<file path="config.mk">
export PLATFORM = sky130hd
export DESIGN_NAME = ectq_top
export DESIGN_NICKNAME = d
export VERILOG_FILES = /design/src/ectq_pkg.sv /design/src/ectq_sync.sv /design/src/ectq_top.sv
export VERILOG_INCLUDE_DIRS = /design/src /design/src/src
export SDC_FILE = /design/constraint.sdc
export NUM_CORES = 1
export LEC_CHECK = 0
export BUFFER_PORTS_ARGS = -buffer_cell sky130_fd_sc_hd__buf_2
export CAP_MARGIN = 0
export CORE_MARGIN = 4
export CORE_UTILIZATION = 62
export DETAILED_ROUTE_END_ITERATION = 8
export HOLD_SLACK_MARGIN = 0.06
export PLACE_DENSITY = 0.9
export SKIP_LAST_GASP = 1
export SLEW_MARGIN = 20
export SYNTH_ARGS = -nofsm -noshare
export SYNTH_HDL_FRONTEND = slang
export SYNTH_SLANG_ARGS = --single-unit
</file>
<file path="constraint.sdc">
create_clock -name clk_sys -period 10.2 [get_ports clk_sys]
set_input_delay 0.51 -clock clk_sys [delete_from_list [all_inputs] [get_ports clk_sys]]
set_output_delay 0.51 -clock clk_sys [all_outputs]
set_load 0.01 [all_outputs]
</file>
<file path="src/ectq_defs.svh">
/*
 * Constants of the event counter channel: register offsets, field positions, reset values and counter limits.
 * Assumes inclusion by bare name from every file that needs a number.
 */
`ifndef ECTQ_DEFS_SVH
`define ECTQ_DEFS_SVH

`define ECTQ_ADDR_W        8
`define ECTQ_OFF_TIMER     8'h00
`define ECTQ_OFF_MODE      8'h04
`define ECTQ_OFF_CTRL      8'h08
`define ECTQ_OFF_STATUS    8'h0C

`define ECTQ_CNT_W         16
`define ECTQ_CNT_MAX       16'hFFFF
`define ECTQ_CNT_MIN       16'h0000
`define ECTQ_CNT_ONE       16'h0001
`define ECTQ_RST_CNT       16'h0000
`define ECTQ_RST_BYTE      8'h00

`define ECTQ_MODE_OP_LSB   0
`define ECTQ_MODE_OP_MSB   1
`define ECTQ_MODE_PULSE    2
`define ECTQ_MODE_POL      3
`define ECTQ_MODE_DIRSRC   4
`define ECTQ_MODE_FREERUN  6
`define ECTQ_MODE_QUADX4   7
`define ECTQ_OP_EVENT      2'h1

`define ECTQ_CTRL_START    0
`define ECTQ_CTRL_UP       1
`define ECTQ_CTRL_TWOPH    2
`define ECTQ_CTRL_SRC_LSB  3
`define ECTQ_CTRL_SRC_MSB  4

`define ECTQ_RESP_OKAY     2'h0
`define ECTQ_RESP_SLVERR   2'h2

`endif

</file>
<file path="src/ectq_pkg.sv">
/*
 * Types shared by the event counter channel: bus states, register selector and count source choice.
 * Assumes nothing beyond a SystemVerilog compiler.
 */
package ectq_pkg;

   typedef enum logic [1:0] {ECTQ_SRC_PIN = 2'h0, ECTQ_SRC_COMPANION = 2'h1, ECTQ_SRC_SIBLING = 2'h2,
                             ECTQ_SRC_NONE = 2'h3} ectq_src_t;

   typedef enum logic [1:0] {ECTQ_REG_TIMER = 2'h0, ECTQ_REG_MODE = 2'h1, ECTQ_REG_CTRL = 2'h2,
                             ECTQ_REG_STATUS = 2'h3} ectq_reg_t;

   typedef enum logic {ECTQ_BUS_IDLE = 1'b0, ECTQ_BUS_ANSWER = 1'b1} ectq_bus_state_t;

endpackage

</file>
<file path="src/ectq_sync.sv">
/*
 * Three-stage synchroniser for one pin; the output moves only when stages two and three agree.
 * Assumes an asynchronous pin input and the system clock domain.
 */
`timescale 1ns/100ps

module ectq_sync (
   input  wire logic clk_sys,
   input  wire logic sys_rst,
   input  wire logic clk_en,
   input  wire logic pin_async,
   output logic      pin_level
);

   logic s1_q;
   logic s2_q;
   logic s3_q;

   // The first stage feeds only the second, so metastability never reaches a decision.
   always_ff @(posedge clk_sys or posedge sys_rst) begin
      if (sys_rst) begin
         s1_q      <= 1'b0;
         s2_q      <= 1'b0;
         s3_q      <= 1'b0;
         pin_level <= 1'b0;
      end else if (clk_en) begin
         s1_q <= pin_async;
         s2_q <= s1_q;
         s3_q <= s2_q;
         if (s2_q == s3_q) begin
            pin_level <= s3_q;
         end
      end
   end

endmodule // ectq_sync

</file>
<file path="src/ectq_top.sv">
/*
 * One 16-bit event counter channel with single-phase and two-phase counting behind an AXI4-Lite slave.
 * Assumes a 25 MHz clk_sys, same-clock overflow pulses from the companion and sibling timers, and asynchronous pins.
 */
// Implementation choices: the register offsets and the AXI4-Lite interface to the registers.
// Operation
// - A timer read while running returns the live counter value.
// - A read at the reload moment returns FFFF on underflow, 0000 on overflow.
// - After a stopped write, a read returns the written value until counting starts.
// - Single-phase source: pin edge, companion overflow or sibling channel overflow.
// - Single-phase direction comes from the software flag or the pin level.
// - Reload type loads the reload register on overflow or underflow, then continues.
// - Free-run type never reloads on wrap; the counter simply wraps.
// - Division ratio is 1/(FFFF-n+1) counting up and 1/(n+1) counting down.
// - Counting runs while the start flag is 1 and stops when it is 0.
// - Every overflow or underflow raises the interrupt request, in both phase modes.
// - A write while stopped updates the reload register and the counter.
// - A write while running updates only the reload register until the next reload.
// - With pulse output on, the output pin inverts on each overflow or underflow.
// - Single-phase output pin is general port, toggle output, or direction input.
// - Two-phase counting exists only on channels 2 to 4, both pins as inputs.
// - Two-phase direction comes solely from the phase relation of the pins.
// - Normal two-phase: with phase pin high, input rise counts up, fall counts down.
// - Times four: direction set by input edge with phase high; every edge counts.
// - Operation mode field value 01 selects event counter mode.
// - Polarity bit: 0 counts falling edges, 1 rising; only for pin counting.
// - Direction source bit: 0 software flag, 1 output pin level.
// - Operation type bit: 0 reload type, 1 free-run type.
`timescale 1ns/100ps
`include "ectq_defs.svh"

module ectq_top #(
   parameter int CHANNEL_INDEX = 3
) (
   input  wire logic                      clk_sys,
   input  wire logic                      sys_rst,
   input  wire logic                      clk_en,
   input  wire logic [`ECTQ_ADDR_W-1:0]   s_axi_awaddr,
   input  wire logic                      s_axi_awvalid,
   output logic                           s_axi_awready,
   input  wire logic [31:0]               s_axi_wdata,
   input  wire logic [3:0]                s_axi_wstrb,
   input  wire logic                      s_axi_wvalid,
   output logic                           s_axi_wready,
   output logic [1:0]                     s_axi_bresp,
   output logic                           s_axi_bvalid,
   input  wire logic                      s_axi_bready,
   input  wire logic [`ECTQ_ADDR_W-1:0]   s_axi_araddr,
   input  wire logic                      s_axi_arvalid,
   output logic                           s_axi_arready,
   output logic [31:0]                    s_axi_rdata,
   output logic [1:0]                     s_axi_rresp,
   output logic                           s_axi_rvalid,
   input  wire logic                      s_axi_rready,
   input  wire logic                      event_input_pin,
   input  wire logic                      toggle_or_phase_pin_i,
   output logic                           toggle_or_phase_pin_o,
   output logic                           toggle_or_phase_pin_oe,
   input  wire logic                      companion_timer_overflow,
   input  wire logic                      sibling_channel_overflow,
   output logic                           irq_request
);
   import ectq_pkg::*;

   localparam logic TWO_PHASE_OK = (CHANNEL_INDEX >= 2) && (CHANNEL_INDEX <= 4);
   localparam logic X4_SELECTABLE = (CHANNEL_INDEX == 3);
   localparam logic X4_FIXED = (CHANNEL_INDEX == 4);

   // Register index from a byte address; also flags addresses outside the map.
   function automatic logic [2:0] ectq_decode(input logic [`ECTQ_ADDR_W-1:0] addr);
      logic [2:0] r;
      r = {1'b1, ECTQ_REG_TIMER};
      if (addr == `ECTQ_OFF_TIMER) begin
         r = {1'b0, ECTQ_REG_TIMER};
      end else if (addr == `ECTQ_OFF_MODE) begin
         r = {1'b0, ECTQ_REG_MODE};
      end else if (addr == `ECTQ_OFF_CTRL) begin
         r = {1'b0, ECTQ_REG_CTRL};
      end else if (addr == `ECTQ_OFF_STATUS) begin
         r = {1'b0, ECTQ_REG_STATUS};
      end
      return r;
   endfunction

   // Byte-lane merge of a 16-bit register with fresh write data.
   function automatic logic [15:0] ectq_merge16(input logic [15:0] old, input logic [31:0] data,
                                                input logic [3:0] strb);
      return {strb[1] ? data[15:8] : old[15:8], strb[0] ? data[7:0] : old[7:0]};
   endfunction

   // Counter state and software-visible control.
   logic [15:0]           cnt_q;
   logic [15:0]           reload_q;
   logic [7:0]            mode_q;
   logic [7:0]            ctrl_q;
   logic                  toggle_q;
   logic                  pin_oe_q;
   logic                  irq_q;
   logic                  in_prev_q;
   logic                  ph_prev_q;
   logic                  last_up_q;

   // Bus slave state.
   ectq_bus_state_t       ws_q;
   ectq_bus_state_t       rs_q;
   logic                  aw_have_q;
   logic                  w_have_q;
   logic [`ECTQ_ADDR_W-1:0] awaddr_q;
   logic [31:0]           wdata_q;
   logic [3:0]            wstrb_q;
   logic                  awready_q;
   logic                  wready_q;
   logic                  arready_q;
   logic                  bvalid_q;
   logic [1:0]            bresp_q;
   logic                  rvalid_q;
   logic [1:0]            rresp_q;
   logic [31:0]           rdata_q;

   logic                  in_lvl;
   logic                  ph_lvl;

   ectq_sync u_sync_in (
      .clk_sys   (clk_sys),
      .sys_rst   (sys_rst),
      .clk_en    (clk_en),
      .pin_async (event_input_pin),
      .pin_level (in_lvl)
   );

   ectq_sync u_sync_ph (
      .clk_sys   (clk_sys),
      .sys_rst   (sys_rst),
      .clk_en    (clk_en),
      .pin_async (toggle_or_phase_pin_i),
      .pin_level (ph_lvl)
   );

   // Mode and control fields.
   wire       event_mode = (mode_q[`ECTQ_MODE_OP_MSB:`ECTQ_MODE_OP_LSB] == `ECTQ_OP_EVENT);
   wire       running    = ctrl_q[`ECTQ_CTRL_START] & event_mode;
   wire       two_phase  = ctrl_q[`ECTQ_CTRL_TWOPH] & TWO_PHASE_OK;
   wire       free_run   = mode_q[`ECTQ_MODE_FREERUN];
   wire       pulse_en   = mode_q[`ECTQ_MODE_PULSE];
   wire       dir_pin    = mode_q[`ECTQ_MODE_DIRSRC];
   wire       quad_x4    = X4_FIXED | (X4_SELECTABLE & mode_q[`ECTQ_MODE_QUADX4]);
   ectq_src_t src_sel;
   assign src_sel = ectq_src_t'(ctrl_q[`ECTQ_CTRL_SRC_MSB:`ECTQ_CTRL_SRC_LSB]);

   // Edge detection on the synchronised pins.
   wire in_rise = in_lvl & ~in_prev_q;
   wire in_fall = ~in_lvl & in_prev_q;
   wire ph_edge = ph_lvl ^ ph_prev_q;
   wire in_edge = in_rise | in_fall;

   // Single-phase source and direction.
   wire pin_evt = mode_q[`ECTQ_MODE_POL] ? in_rise : in_fall;
   wire sp_evt  = (src_sel == ECTQ_SRC_PIN)       ? pin_evt :
                  (src_sel == ECTQ_SRC_COMPANION) ? companion_timer_overflow :
                  (src_sel == ECTQ_SRC_SIBLING)   ? sibling_channel_overflow : 1'b0;
   wire sp_up   = dir_pin ? ph_lvl : ctrl_q[`ECTQ_CTRL_UP];

   // Normal two-phase: only input edges count, and only while the phase pin is high.
   wire nq_evt = in_edge & ph_lvl;
   wire nq_up  = in_rise;
   // Times four: each single-pin edge counts; the direction follows the quadrature order,
   // so an input rise with phase high is up. Simultaneous edges are ambiguous and dropped.
   wire xq_evt = in_edge ^ ph_edge;
   wire xq_up  = in_prev_q ^ ph_lvl;

   wire step   = running & (two_phase ? (quad_x4 ? xq_evt : nq_evt) : sp_evt);
   wire up     = two_phase ? (quad_x4 ? xq_up : nq_up) : sp_up;

   wire ovf    = step & up & (cnt_q == `ECTQ_CNT_MAX);
   wire unf    = step & ~up & (cnt_q == `ECTQ_CNT_MIN);
   wire wrap   = ovf | unf;

   // Next counter value; the 16-bit arithmetic wraps by itself in free-run type.
   wire [15:0] cnt_inc  = cnt_q + `ECTQ_CNT_ONE;
   wire [15:0] cnt_dec  = cnt_q - `ECTQ_CNT_ONE;
   wire [15:0] cnt_step = (wrap & ~free_run) ? reload_q : (up ? cnt_inc : cnt_dec);

   // Bus decode.
   wire        aw_hs    = s_axi_awvalid & awready_q;
   wire        w_hs     = s_axi_wvalid & wready_q;
   wire        ar_hs    = s_axi_arvalid & arready_q;
   wire        do_wr    = (ws_q == ECTQ_BUS_IDLE) & aw_have_q & w_have_q;
   wire [2:0]  wr_dec   = ectq_decode(awaddr_q);
   wire [2:0]  rd_dec   = ectq_decode(s_axi_araddr);
   wire        wr_bad   = wr_dec[2];
   wire        rd_bad   = rd_dec[2];
   wire        wr_timer = do_wr & ~wr_bad & (ectq_reg_t'(wr_dec[1:0]) == ECTQ_REG_TIMER);
   wire        wr_mode  = do_wr & ~wr_bad & (ectq_reg_t'(wr_dec[1:0]) == ECTQ_REG_MODE);
   wire        wr_ctrl  = do_wr & ~wr_bad & (ectq_reg_t'(wr_dec[1:0]) == ECTQ_REG_CTRL);
   wire [15:0] wr_val16 = ectq_merge16(reload_q, wdata_q, wstrb_q);

   // A read taken in the very cycle of a wrap returns the wrap value, not the reload value.
   wire [15:0] live_cnt = ovf ? `ECTQ_CNT_MIN : (unf ? `ECTQ_CNT_MAX : cnt_q);
   wire [31:0] status_w = {28'h0000000, last_up_q, toggle_q, ph_lvl, in_lvl};
   wire [31:0] rd_word  = (ectq_reg_t'(rd_dec[1:0]) == ECTQ_REG_TIMER) ? {16'h0000, live_cnt} :
                          (ectq_reg_t'(rd_dec[1:0]) == ECTQ_REG_MODE)  ? {24'h000000, mode_q} :
                          (ectq_reg_t'(rd_dec[1:0]) == ECTQ_REG_CTRL)  ? {24'h000000, ctrl_q} : status_w;

   ectq_bus_state_t ws_d;
   ectq_bus_state_t rs_d;
   logic            aw_have_d;
   logic            w_have_d;
   assign ws_d      = do_wr ? ECTQ_BUS_ANSWER :
                      ((ws_q == ECTQ_BUS_ANSWER) & s_axi_bready) ? ECTQ_BUS_IDLE : ws_q;
   assign rs_d      = ar_hs ? ECTQ_BUS_ANSWER :
                      ((rs_q == ECTQ_BUS_ANSWER) & s_axi_rready) ? ECTQ_BUS_IDLE : rs_q;
   assign aw_have_d = do_wr ? 1'b0 : (aw_have_q | aw_hs);
   assign w_have_d  = do_wr ? 1'b0 : (w_have_q | w_hs);

   // Pin driver: the pin is an input in two-phase or direction-from-pin use, else a toggle when enabled.
   wire pin_drive = event_mode & pulse_en & ~two_phase & ~dir_pin;

   // Write channel: address and data are taken in either order, then answered together.
   always_ff @(posedge clk_sys or posedge sys_rst) begin
      if (sys_rst) begin
         ws_q      <= ECTQ_BUS_IDLE;
         aw_have_q <= 1'b0;
         w_have_q  <= 1'b0;
         awaddr_q  <= `ECTQ_RST_BYTE;
         wdata_q   <= 32'h00000000;
         wstrb_q   <= 4'h0;
         awready_q <= 1'b0;
         wready_q  <= 1'b0;
         bvalid_q  <= 1'b0;
         bresp_q   <= `ECTQ_RESP_OKAY;
      end else if (clk_en) begin
         ws_q      <= ws_d;
         aw_have_q <= aw_have_d;
         w_have_q  <= w_have_d;
         awready_q <= (ws_d == ECTQ_BUS_IDLE) & ~aw_have_d;
         wready_q  <= (ws_d == ECTQ_BUS_IDLE) & ~w_have_d;
         if (aw_hs) begin
            awaddr_q <= s_axi_awaddr;
         end
         if (w_hs) begin
            wdata_q <= s_axi_wdata;
            wstrb_q <= s_axi_wstrb;
         end
         if (do_wr) begin
            bvalid_q <= 1'b1;
            bresp_q  <= wr_bad ? `ECTQ_RESP_SLVERR : `ECTQ_RESP_OKAY;
         end else if (s_axi_bready) begin
            bvalid_q <= 1'b0;
         end
      end
   end

   // Read channel: one cycle from the address handshake to valid data.
   always_ff @(posedge clk_sys or posedge sys_rst) begin
      if (sys_rst) begin
         rs_q      <= ECTQ_BUS_IDLE;
         arready_q <= 1'b0;
         rvalid_q  <= 1'b0;
         rresp_q   <= `ECTQ_RESP_OKAY;
         rdata_q   <= 32'h00000000;
      end else if (clk_en) begin
         rs_q      <= rs_d;
         arready_q <= (rs_d == ECTQ_BUS_IDLE);
         if (ar_hs) begin
            rvalid_q <= 1'b1;
            rresp_q  <= rd_bad ? `ECTQ_RESP_SLVERR : `ECTQ_RESP_OKAY;
            rdata_q  <= rd_bad ? 32'h00000000 : rd_word;
         end else if (s_axi_rready) begin
            rvalid_q <= 1'b0;
         end
      end
   end

   // Mode and control registers.
   always_ff @(posedge clk_sys or posedge sys_rst) begin
      if (sys_rst) begin
         mode_q <= `ECTQ_RST_BYTE;
         ctrl_q <= `ECTQ_RST_BYTE;
      end else if (clk_en) begin
         if (wr_mode & wstrb_q[0]) begin
            mode_q <= wdata_q[7:0];
         end
         if (wr_ctrl & wstrb_q[0]) begin
            ctrl_q <= wdata_q[7:0];
         end
      end
   end

   // Counter and reload register. A write is judged against the start flag as it stood
   // before this cycle, so the counter is never loaded and stepped in one edge.
   always_ff @(posedge clk_sys or posedge sys_rst) begin
      if (sys_rst) begin
         cnt_q    <= `ECTQ_RST_CNT;
         reload_q <= `ECTQ_RST_CNT;
      end else if (clk_en) begin
         if (wr_timer) begin
            reload_q <= wr_val16;
         end
         if (wr_timer & ~running) begin
            cnt_q <= wr_val16;
         end else if (step) begin
            cnt_q <= cnt_step;
         end
      end
   end

   // Edge history, interrupt pulse and output pin.
   always_ff @(posedge clk_sys or posedge sys_rst) begin
      if (sys_rst) begin
         in_prev_q <= 1'b0;
         ph_prev_q <= 1'b0;
         irq_q     <= 1'b0;
         toggle_q  <= 1'b0;
         pin_oe_q  <= 1'b0;
         last_up_q <= 1'b0;
      end else if (clk_en) begin
         in_prev_q <= in_lvl;
         ph_prev_q <= ph_lvl;
         irq_q     <= wrap;
         pin_oe_q  <= pin_drive;
         if (wrap & pulse_en & ~two_phase) begin
            toggle_q <= ~toggle_q;
         end
         if (step) begin
            last_up_q <= up;
         end
      end
   end

   // Software must rewrite the timer after stopping a free-run count; the block does not do it.

   assign s_axi_awready          = awready_q;
   assign s_axi_wready           = wready_q;
   assign s_axi_bvalid           = bvalid_q;
   assign s_axi_bresp            = bresp_q;
   assign s_axi_arready          = arready_q;
   assign s_axi_rvalid           = rvalid_q;
   assign s_axi_rresp            = rresp_q;
   assign s_axi_rdata            = rdata_q;
   assign toggle_or_phase_pin_o  = toggle_q;
   assign toggle_or_phase_pin_oe = pin_oe_q;
   assign irq_request            = irq_q;

endmodule // ectq_top

</file>
==> impl_summary.txt, run 1 <==
----------------------------------------------------
[Yosys]
  Ys Warns ... 0
  Area share of xor/xnor cells in the synthesized design ... 0.02457
  Cell taking the most area after synthesis ... sky130_fd_sc_hd__dfrtp_1
  Fraction of synthesized cell area taken by the top area cell type ... 0.4281
  Most used flip-flop cell after synthesis ... sky130_fd_sc_hd__dfrtp_1
  Register area share after synthesis ... 0.4281
  Fraction of the mapped netlist area in simple logic gates ... 0.1595
  Post-Synthesis Mean Instance Area ... 9.285 sq um
  Count leader, synth ... sky130_fd_sc_hd__dfrtp_1
  Number of enable flip-flop cells after synthesis ... 0
  Compound-Gate Fraction of Synth Area ... 0.1897
  Most numerous cell types in the synthesized netlist ... sky130_fd_sc_hd__dfrtp_1, sky130_fd_sc_hd__nand2_1, sky130_fd_sc_hd__nor2_1
  Number of different library cells in the post-synthesis netlist ... 77
  Number of flip-flops and latches in the synthesized netlist ... 115
  Post-synthesis cell area ... 0.006723 sq mm
  Fraction of the mapped netlist area in adder cells ... 0.007445
  Multiplexer share of the synthesized area ... 0.1221
  Largest family of logic cells by synthesized area ... compound AO/OA/AOI/OAI gates
  Synth async-reset ratio ... 1.000
  Number of standard cells after synthesis ... 724
  Largest cells by area after synthesis ... sky130_fd_sc_hd__dfrtp_1, sky130_fd_sc_hd__mux2_2, sky130_fd_sc_hd__a21oi_1

[Setup path]
  Sequence of cells on the critical path ... inv_1, ha_1, o21ai_1, a21o_1, nand2_1, xnor2_1, ha_1, a31o_1, o21ai_1, o21ai_1, a311o_1, a21oi_2, xnor2_1, a221o_1
  Worst-case reg-to-reg path depth ... 14
  Crit. End Element ... flip-flop
  Maximum single-stage delay on the critical path ... roughly 660 ps
  Launching element type of the critical path ... flip-flop
  Crit-path slowest cell ... sky130_fd_sc_hd__a21o_1
  Data arrival time at the worst-slack endpoint ... 4660 ps
  Startpoint-to-endpoint class of the critical path ... flip-flop to flip-flop
  Crit path max fanout ... 28
  Critical path required time ... 10600 ps
  Most frequent cell on the critical path ... sky130_fd_sc_hd__o21ai_1

[Place]
  Routability-driven placement congestion ratio ... ~0.94
  Final HPWL from detailed placement ... 12010 microns
  IO buf count ... 71

[Drt]
  Antenna-violating nets left ... 0
  DR vias ... just under 6000
  Detailed-route wire length ... 17710 microns
  Ratio of routed vias to standard cells ... 6.393
  DRC violation count after routing ... 0
  Detailed-router iteration count before antenna repair ... 5
  Detailed Route Iter0 Violations ... ~560
  Routed wire length per instance ... around 19 microns

[Timing]
  Unrepaired setup endpoints after global routing ... no
  Max Transition Viols Final ... 0
  Sum of negative setup slack ... 0 ps
  Count of final setup violators ... 0
  Final count of hold timing violations ... 0
  Max_slew headroom ... 0.4105
  Slew at the pin with the worst max-slew slack ... 881.8 ps
  Skew final ... 9.565 ps
  Final critical path time including I/O delays and setup ... ~4300 ps
  Peak clock frequency supported by timing ... roughly 230 MHz
  Final cycle utilization of the critical path ... 0.4179

[Clock network]
  Depth of the CTS H-tree ... 4
  Number of clock buffers inserted by TritonCTS ... 17
  Clock sink count ... 115
  Post-CTS setup buffer count ... 0
  Skew-Pair Late Insertion Delay ... ~530 ps
  Clock-pin slew reported for the worst setup and hold paths after clock tree synthesis ... 60 ps
  CTS tree ... yes
  Hold buffer count at CTS ... 0
  CTS Root Cell ... sky130_fd_sc_hd__clkbuf_8
  Count of cells resized by post-cts repair ... 0
  Number of buffers on the longest clock path ... 2

[Global route]
  Global-route total usage across every layer ... 0.2875
  Number of antenna violations at the first check in global routing ... 0
  Global-route wire length before repair ... 29480 microns
  Overflow left after global routing ... 0
  Largest net degree at the start of global routing ... 68
  Via count of the first global-routing pass ... 5902

[Power and ir drop]
  Pwr/cell area ... 277.7 mW/mm^2
  Worst ir drop on vdd ... around 0.18 mV
  Leakage ... 3.504 nW

[Floorplan]
  Initial core utilization ... 0.6425
  Die height ... between 100 and 150 microns
  Number of top-level pins ... 108
  Total number of placement rows ... 37
  Die area ... 0.01257 sq mm
  Placeable Area ... 0.01046 sq mm
  Die Width ... around 110 microns

[Final layout]
  Synth-to-layout area growth ... 12.64%
  Count of nets after finishing ... 836
  Fill cells ... 758
  Post-route core utilization ... 0.7238
  Diodes inserted ... 0
  Share of post-route cells with drive strength above 1 ... 0.2292

[Status]
  Run status ... completed

[Flow run]
  Max-cap check violation count ... 0

[Min path]
  Worst hold-check path type ... input port to async pin

----------------------------------------------------
==> cell usage in the layout (no fill, tap or decap), drive strengths merged, types with 9 or more instances in the layout <==
master,Yosys,final
nor2,67,67
buf,39,77
a32o,10,10
o22ai,11,11
xnor2,16,16
mux2,56,56
clkinv,2,9
conb,1,18
nand3,19,19
nor4,9,9
clkbuf,30,22
inv,22,22
nand2,68,68
o21ai,60,60
mux2i,19,19
nor3,15,15
dfrtp,115,115
a21oi,55,55
==> cells by family (layout without fill, tap and decap cells) <==
logic type               Yosys count  count (layout)
AO/OA/AOI/OAI                    199             199
XOR/XNOR                          18              18
adder cells (fa/ha/maj)            4               4
buffers and inverters             93             133
flip-flops                       115             115
multiplexers                      75              75
other                              1              18
AND/OR/NAND/NOR                  219             219
==> path summary, 6_finish.rpt <==
path,start,end,slack [ps]
min in group clk_sys,s_axi_wdata[15],wdata_q[15]$_DFFE_PP0P_,210
min,sys_rst,s_axi_awready$_DFFE_PP0P_,60
max,in_prev_q$_DFFE_PP0P_,cnt_q[12]$_DFFE_PP0P_,5940
max reg2reg,in_prev_q$_DFFE_PP0P_,cnt_q[12]$_DFFE_PP0P_,5940
max in group asynchronous,sys_rst,u_sync_ph.s2_q$_DFFE_PP0P_,8890
min reg2reg,s_axi_rdata[12]$_DFFE_PP0P_,s_axi_rdata[12]$_DFFE_PP0P_,480
==> power by group <==
part	switching [W]	internal, W	leakage [nW]
Sequential	0.000180	0.000566	1.45
Combinational	0.000444	0.000325	1.77
Clock	0.000211	0.000377	0.286
==> through the flow <==
step | cells | cell area [sq um] | hold slack, ps | worst slack [ps] | power, W
floorplan | 741 | 6787 | 446.3 | 6646 | 0.001291
global placement | 885 | 6993 | 453.2 | 6186 | 0.001460
detailed placement | 885 | 6993 | 461.1 | 6069 | 0.001486
CTS | 917 | 7569 | 73.68 | 6042 | 0.002082
global route | 917 | 7572 | 107.9 | 5723 | 0.002214
finish | 917 | 7572 | 57.84 | 5937 | 0.002103
==> critical path, delay by kind of cell (launching register included) <==
family,cells,cell delay [ps]
xor+xnor,2,340
simple gates,1,470
flops,1,400
fa+ha+maj,2,430
buf+inv,1,90
compound gates,8,2390
==> state kept, by name, summed over array words and instances, names as in the netlist, 2 cells and up <==
name / flops
awaddr_q: 8
cnt_q: 16
ctrl_q: 8
mode_q: 8
reload_q: 16
s_axi_rdata: 16
wdata_q: 16
wstrb_q: 2
==> layer usage <==
metal	global-route usage	part of all wire	vias up
met4	0.1098	0.026	0
li1	-	-	2652
met2	0.4644	0.47	364
met5	0	0	-
met1	0.3836	0.40	2796
met3	0.06038	0.10	50
==> area by class of cell <==
| type | count | area (sq um) | area share |
|---|---|---|---|
| repair buffers | 77 | 400.4 | 0.05288 |
| flip-flops and latches | 115 | 2878 | 0.3800 |
| inverters | 24 | 93.84 | 0.01239 |
| clock inverters | 10 | 132.6 | 0.01751 |
| well taps | 136 | 170.2 | 0.02247 |
| clock buffers | 22 | 442.9 | 0.05849 |
| multi-input cells | 533 | 3455 | 0.4562 |
(Power assumes the default switching activity.)
==> run 2, diff against run 1 <==
--- a/config.mk
+++ b/config.mk
@@ -6,13 +6,14 @@
 export SDC_FILE = /design/constraint.sdc
 export NUM_CORES = 1
 export LEC_CHECK = 0
+export ABC_AREA = 1
 export BUFFER_PORTS_ARGS = -buffer_cell sky130_fd_sc_hd__buf_2
 export CAP_MARGIN = 0
 export CORE_MARGIN = 4
-export CORE_UTILIZATION = 62
+export CORE_UTILIZATION = 58
 export DETAILED_ROUTE_END_ITERATION = 8
 export HOLD_SLACK_MARGIN = 0.06
-export PLACE_DENSITY = 0.9
+export PLACE_DENSITY = 0.85
 export SKIP_LAST_GASP = 1
 export SLEW_MARGIN = 20
 export SYNTH_ARGS = -nofsm -noshare
==> constraint.sdc (replaced) <==
create_clock -name clk_sys -period 4.15 [get_ports clk_sys]
set_input_delay 0.2075 -clock clk_sys [delete_from_list [all_inputs] [get_ports clk_sys]]
set_output_delay 0.2075 -clock clk_sys [all_outputs]
set_load 0.01 [all_outputs]
==> run 2 against run 1 <==
Die area grew 10%. Via count rose by 14%. Combinational power increased by 82%. Flip-flop and latch count stayed put. Maximum frequency grew 52%. Critical endpoint is now cnt_q[13]$_DFFE_PP0P_. Largest cell class unchanged. Largest power group is now registers. Highest routed layer unchanged.
==> impl_summary.txt, run 2 <==
----------------------------------------------------
[Power and ir drop]
  Leakage ... 4.308 nW (+23%)
  Worst ir drop on vdd ... 0.3104 mV (+74%)
  Pwr/cell area ... 528.7 mW/mm^2 (+90%)

[Setup path]
  Sequence of cells on the critical path ... inv_1, ha_1, nand2_1, nand3_2, nand2_2, nand2_1, nand2_1, nand2_1, nor2_1, and2_1, nand2_1, nand2_1, nand2_1, nand3_1, nand2_1, nand2_1, nand2_1
  Most frequent cell on the critical path ... sky130_fd_sc_hd__nand2_1
  Launching element type of the critical path ... flip-flop
  Startpoint of the lowest-slack register-to-register path ... in_prev_q$_DFFE_PP0P_
  Critical path buffers and inverters ... 1 (unchanged)
  Crit Reg-Reg Endpoint ... cnt_q[13]$_DFFE_PP0P_
  Critical path required time ... 4460 ps (-6140 ps)
  Worst setup slack for register-to-register paths ... 1340 ps (-4590 ps)
  Maximum single-stage delay on the critical path ... 470 ps (-190 ps)
  Crit path max fanout ... 21 (-25%)
  Startpoint-to-endpoint class of the critical path ... flip-flop to flip-flop
  Crit. End Element ... flip-flop
  Worst-case reg-to-reg path depth ... 17 (+3)
  Critical path's top delay family ... simple AND/OR/NAND/NOR gates
  Crit-path slowest cell ... sky130_fd_sc_hd__nand2_2
  Data arrival time at the worst-slack endpoint ... 3110 ps (-1550 ps)

[Floorplan]
  Placeable Area ... 0.01161 sq mm (+11%)
  Die Width ... 117.7 microns (+5.0%)
  Initial core utilization ... 0.6015 (-0.04106)
  Total number of placement rows ... 39 (+5.4%)
  Die area ... 0.01386 sq mm (+10%)
  Number of top-level pins ... 108 (unchanged)
  Die height ... 117.7 microns (+5.0%)

[Clock network]
  CTS Root Cell ... sky130_fd_sc_hd__clkbuf_16
  Clock-pin slew reported for the worst setup and hold paths after clock tree synthesis ... 50 ps (about the same)
  Post-CTS setup buffer count ... 0 (unchanged)
  Number of buffers on the longest clock path ... 2 (unchanged)
  CTS tree ... yes
  Skew-Pair Late Insertion Delay ... 420 ps (-110 ps)
  Clock sink count ... 115 (unchanged)
  Hold buffer count at CTS ... 27 (+27)
  Count of cells resized by post-cts repair ... 0 (unchanged)
  Depth of the CTS H-tree ... 4 (unchanged)
  Number of clock buffers inserted by TritonCTS ... 17 (unchanged)

[Drt]
  Detailed-router iteration count before antenna repair ... 5 (unchanged)
  Metal3 WL ... 1577 microns (-13%)
  Max Used Layer ... met4
  Antenna-violating nets left ... 0 (unchanged)
  Detailed Route Iter0 Violations ... 639 (+15%)
  DR vias ... 6666 (+14%)
  Routed wire length per instance ... 14.92 microns (-23%)
  DRC violation count after routing ... 0 (unchanged)
  Ratio of routed vias to standard cells ... 5.518 (-14%)
  Met2 routed wirelength ... 8280 microns (-0.86%)
  Detailed-route wire length ... 18030 microns (+1.8%)
  Routed metal-1 wirelength ... 7885 microns (+11%)

[Yosys]
  Post-Synthesis Mean Instance Area ... 7.292 sq um (-21%)
  Number of standard cells after synthesis ... 958 (+32%)
  Number of flip-flops and latches in the synthesized netlist ... 115 (unchanged)
  Count leader, synth ... sky130_fd_sc_hd__nand2_1
  Synth async-reset ratio ... 1.000 (unchanged)
  Most numerous cell types in the synthesized netlist ... sky130_fd_sc_hd__nand2_1, sky130_fd_sc_hd__dfrtp_1, sky130_fd_sc_hd__inv_1
  Largest cells by area after synthesis ... sky130_fd_sc_hd__dfrtp_1, sky130_fd_sc_hd__nand2_1, sky130_fd_sc_hd__o21ai_0
  Fraction of synthesized cell area taken by the top area cell type ... 0.4120 (-0.01610)
  Post-synthesis cell area ... 0.006985 sq mm (+3.9%)
  Number of enable flip-flop cells after synthesis ... 0 (unchanged)
  Register area share after synthesis ... 0.4120 (-0.01610)
  Most used flip-flop cell after synthesis ... sky130_fd_sc_hd__dfrtp_1
  Number of different library cells in the post-synthesis netlist ... 45 (-42%)
  Ys Warns ... 0 (unchanged)
  Cell taking the most area after synthesis ... sky130_fd_sc_hd__dfrtp_1

[Final layout]
  Most common cell after layout, fill and taps aside ... sky130_fd_sc_hd__nand2_1
  Synth-to-layout area growth ... 17.14%
  Share of post-route cells with drive strength above 1 ... 0.1615 (-0.06769)
  Count of nets after finishing ... 1122 (+34%)
  Diodes inserted ... 0 (unchanged)
  Commonest non-fill, non-tap cells in the layout ... sky130_fd_sc_hd__nand2_1, sky130_fd_sc_hd__dfrtp_1, sky130_fd_sc_hd__inv_1

[Place]
  Final HPWL from detailed placement ... 12640 microns (+5.3%)
  Routability-driven placement congestion ratio ... 0.9172 (-2.7%)
  IO buf count ... 71 (unchanged)
  Post-Place Worst Slack ... 1453 ps (-4615 ps)

[Global route]
  Global-route wire length before repair ... 30350 microns (+3.0%)
  Overflow left after global routing ... 0 (unchanged)
  Global-route total usage across every layer ... 0.2669 (-0.02064)
  Number of antenna violations at the first check in global routing ... 0 (unchanged)
  Via count of the first global-routing pass ... 6163 (+4.4%)
  Largest net degree at the start of global routing ... 86 (+26%)

[Status]
  Run status ... completed

[Min path]
  Hold path startpoint ... s_axi_awaddr[3]
  Hold path depth ... 3
  Capture endpoint of the worst hold path ... awaddr_q[3]$_DFFE_PP0P_
  Worst hold-check path type ... input port to flip-flop

[Flow run]
  Max-cap check violation count ... 0 (unchanged)

[Timing]
  Final critical path time including I/O delays and setup ... 2807 ps (-1456 ps)
  Final cycle utilization of the critical path ... 0.6764 (+0.2585)
  Final count of hold timing violations ... 0 (unchanged)
  Count of final setup violators ... 0 (unchanged)
  Post-layout worst setup margin ... 1343 ps (-4594 ps)
  Max Transition Viols Final ... 0 (unchanged)
  Sum of negative setup slack ... 0 ps (unchanged)
  Slew at the pin with the worst max-slew slack ... 743.6 ps (-138.2 ps)
  Peak clock frequency supported by timing ... 356.3 MHz (+52%)
  Unrepaired setup endpoints after global routing ... no
  Max_slew headroom ... 0.5043 (+0.09378)
  Skew final ... 5.405 ps (-4.160 ps)

----------------------------------------------------
## run 2: how the worst max path moves through the flow
| stage | from | end | slack [ps] | cells past startpoint |
|---|---|---|---|---|
| final | in_prev_q$_DFFE_PP0P_ | cnt_q[13]$_DFFE_PP0P_ | 1340 | 17 |
| after global routing | in_prev_q$_DFFE_PP0P_ | cnt_q[13]$_DFFE_PP0P_ | 1070 | 17 |
| after CTS | mode_q[1]$_DFFE_PP0P_ | cnt_q[4]$_DFFE_PP0P_ | 1420 | 11 |
| after detailed placement | in_prev_q$_DFFE_PP0P_ | cnt_q[13]$_DFFE_PP0P_ | 1450 | 17 |
| after global placement | in_prev_q$_DFFE_PP0P_ | cnt_q[13]$_DFFE_PP0P_ | 1450 | 17 |
| after floorplan | sys_rst | aw_have_q$_DFFE_PP0P_ | 900 | 1 |
## run 2: final cells by class
| cell class | count | area [sq um] |
|---|---|---|
| inverters | 118 | 447.9 |
| multi-input cells | 697 | 3445 |
| repair buffers | 105 | 680.7 |
| fillers | 923 | 3431 |
| flip-flops and latches | 115 | 2878 |
| clock buffers | 21 | 470.5 |
| clock inverters | 9 | 82.58 |
| well taps | 143 | 178.9 |
## run 2: kinds of logic (layout without fill, tap and decap cells)
family,Yosys count,in the layout,share of synthesized area
adders and majority gates,4,4,0.007165
and+or+nand+nor,492,492,0.3169
AOI/OAI and AO/OA,158,158,0.1227
muxes,18,18,0.02758
xor gates and xnor gates,7,7,0.008777
buffers and inverters,163,253,0.1044
other,1,18,0.0005368
DFF,115,115,0.4120
## run 2: power breakdown
group	switching, W	internal (W)	total [W]
Sequential	0.000199	0.00135	0.00155
Clock	0.000513	0.000859	0.00137
Combinational	0.000906	0.000495	0.00140
## run 2: per-layer routing
layer / GRT usage / up-vias
met2: 0.4168 / 318
met3: 0.05574 / 31
met1: 0.3714 / 3065
li1: - / 3252
met4: 0.09231 / 0
met5: 0 / -
## run 2: worst register-to-register path: stages, from the launching register on
cell and delay (ps):
sky130_fd_sc_hd__dfrtp_1 390, sky130_fd_sc_hd__inv_1 110, sky130_fd_sc_hd__ha_1 230, sky130_fd_sc_hd__nand2_1 80
sky130_fd_sc_hd__nand3_2 240, sky130_fd_sc_hd__nand2_2 480, sky130_fd_sc_hd__nand2_1 100, sky130_fd_sc_hd__nand2_1 240
sky130_fd_sc_hd__nand2_1 140, sky130_fd_sc_hd__nor2_1 160, sky130_fd_sc_hd__and2_1 140, sky130_fd_sc_hd__nand2_1 60
sky130_fd_sc_hd__nand2_1 60, sky130_fd_sc_hd__nand2_1 40, sky130_fd_sc_hd__nand3_1 90, sky130_fd_sc_hd__nand2_1 60
sky130_fd_sc_hd__nand2_1 50, sky130_fd_sc_hd__nand2_1 40
## run 2: per-stage QoR
| stage | total power (W) | hold WS, ps | area [sq um] | instances | utilization |
|---|---|---|---|---|---|
| floorplan | 0.002577 | 324.1 | 7049 | 975 | - |
| detailed placement | 0.002895 | 412.0 | 7347 | 1150 | 0.6326 |
| CTS | 0.004303 | 63.67 | 8170 | 1207 | 0.7035 |
| global route | 0.004606 | 85.77 | 8183 | 1208 | 0.7046 |
| global placement | 0.002852 | 408.1 | 7347 | 1150 | 0.6326 |
| finish | 0.004327 | 61.92 | 8183 | 1208 | 0.7046 |
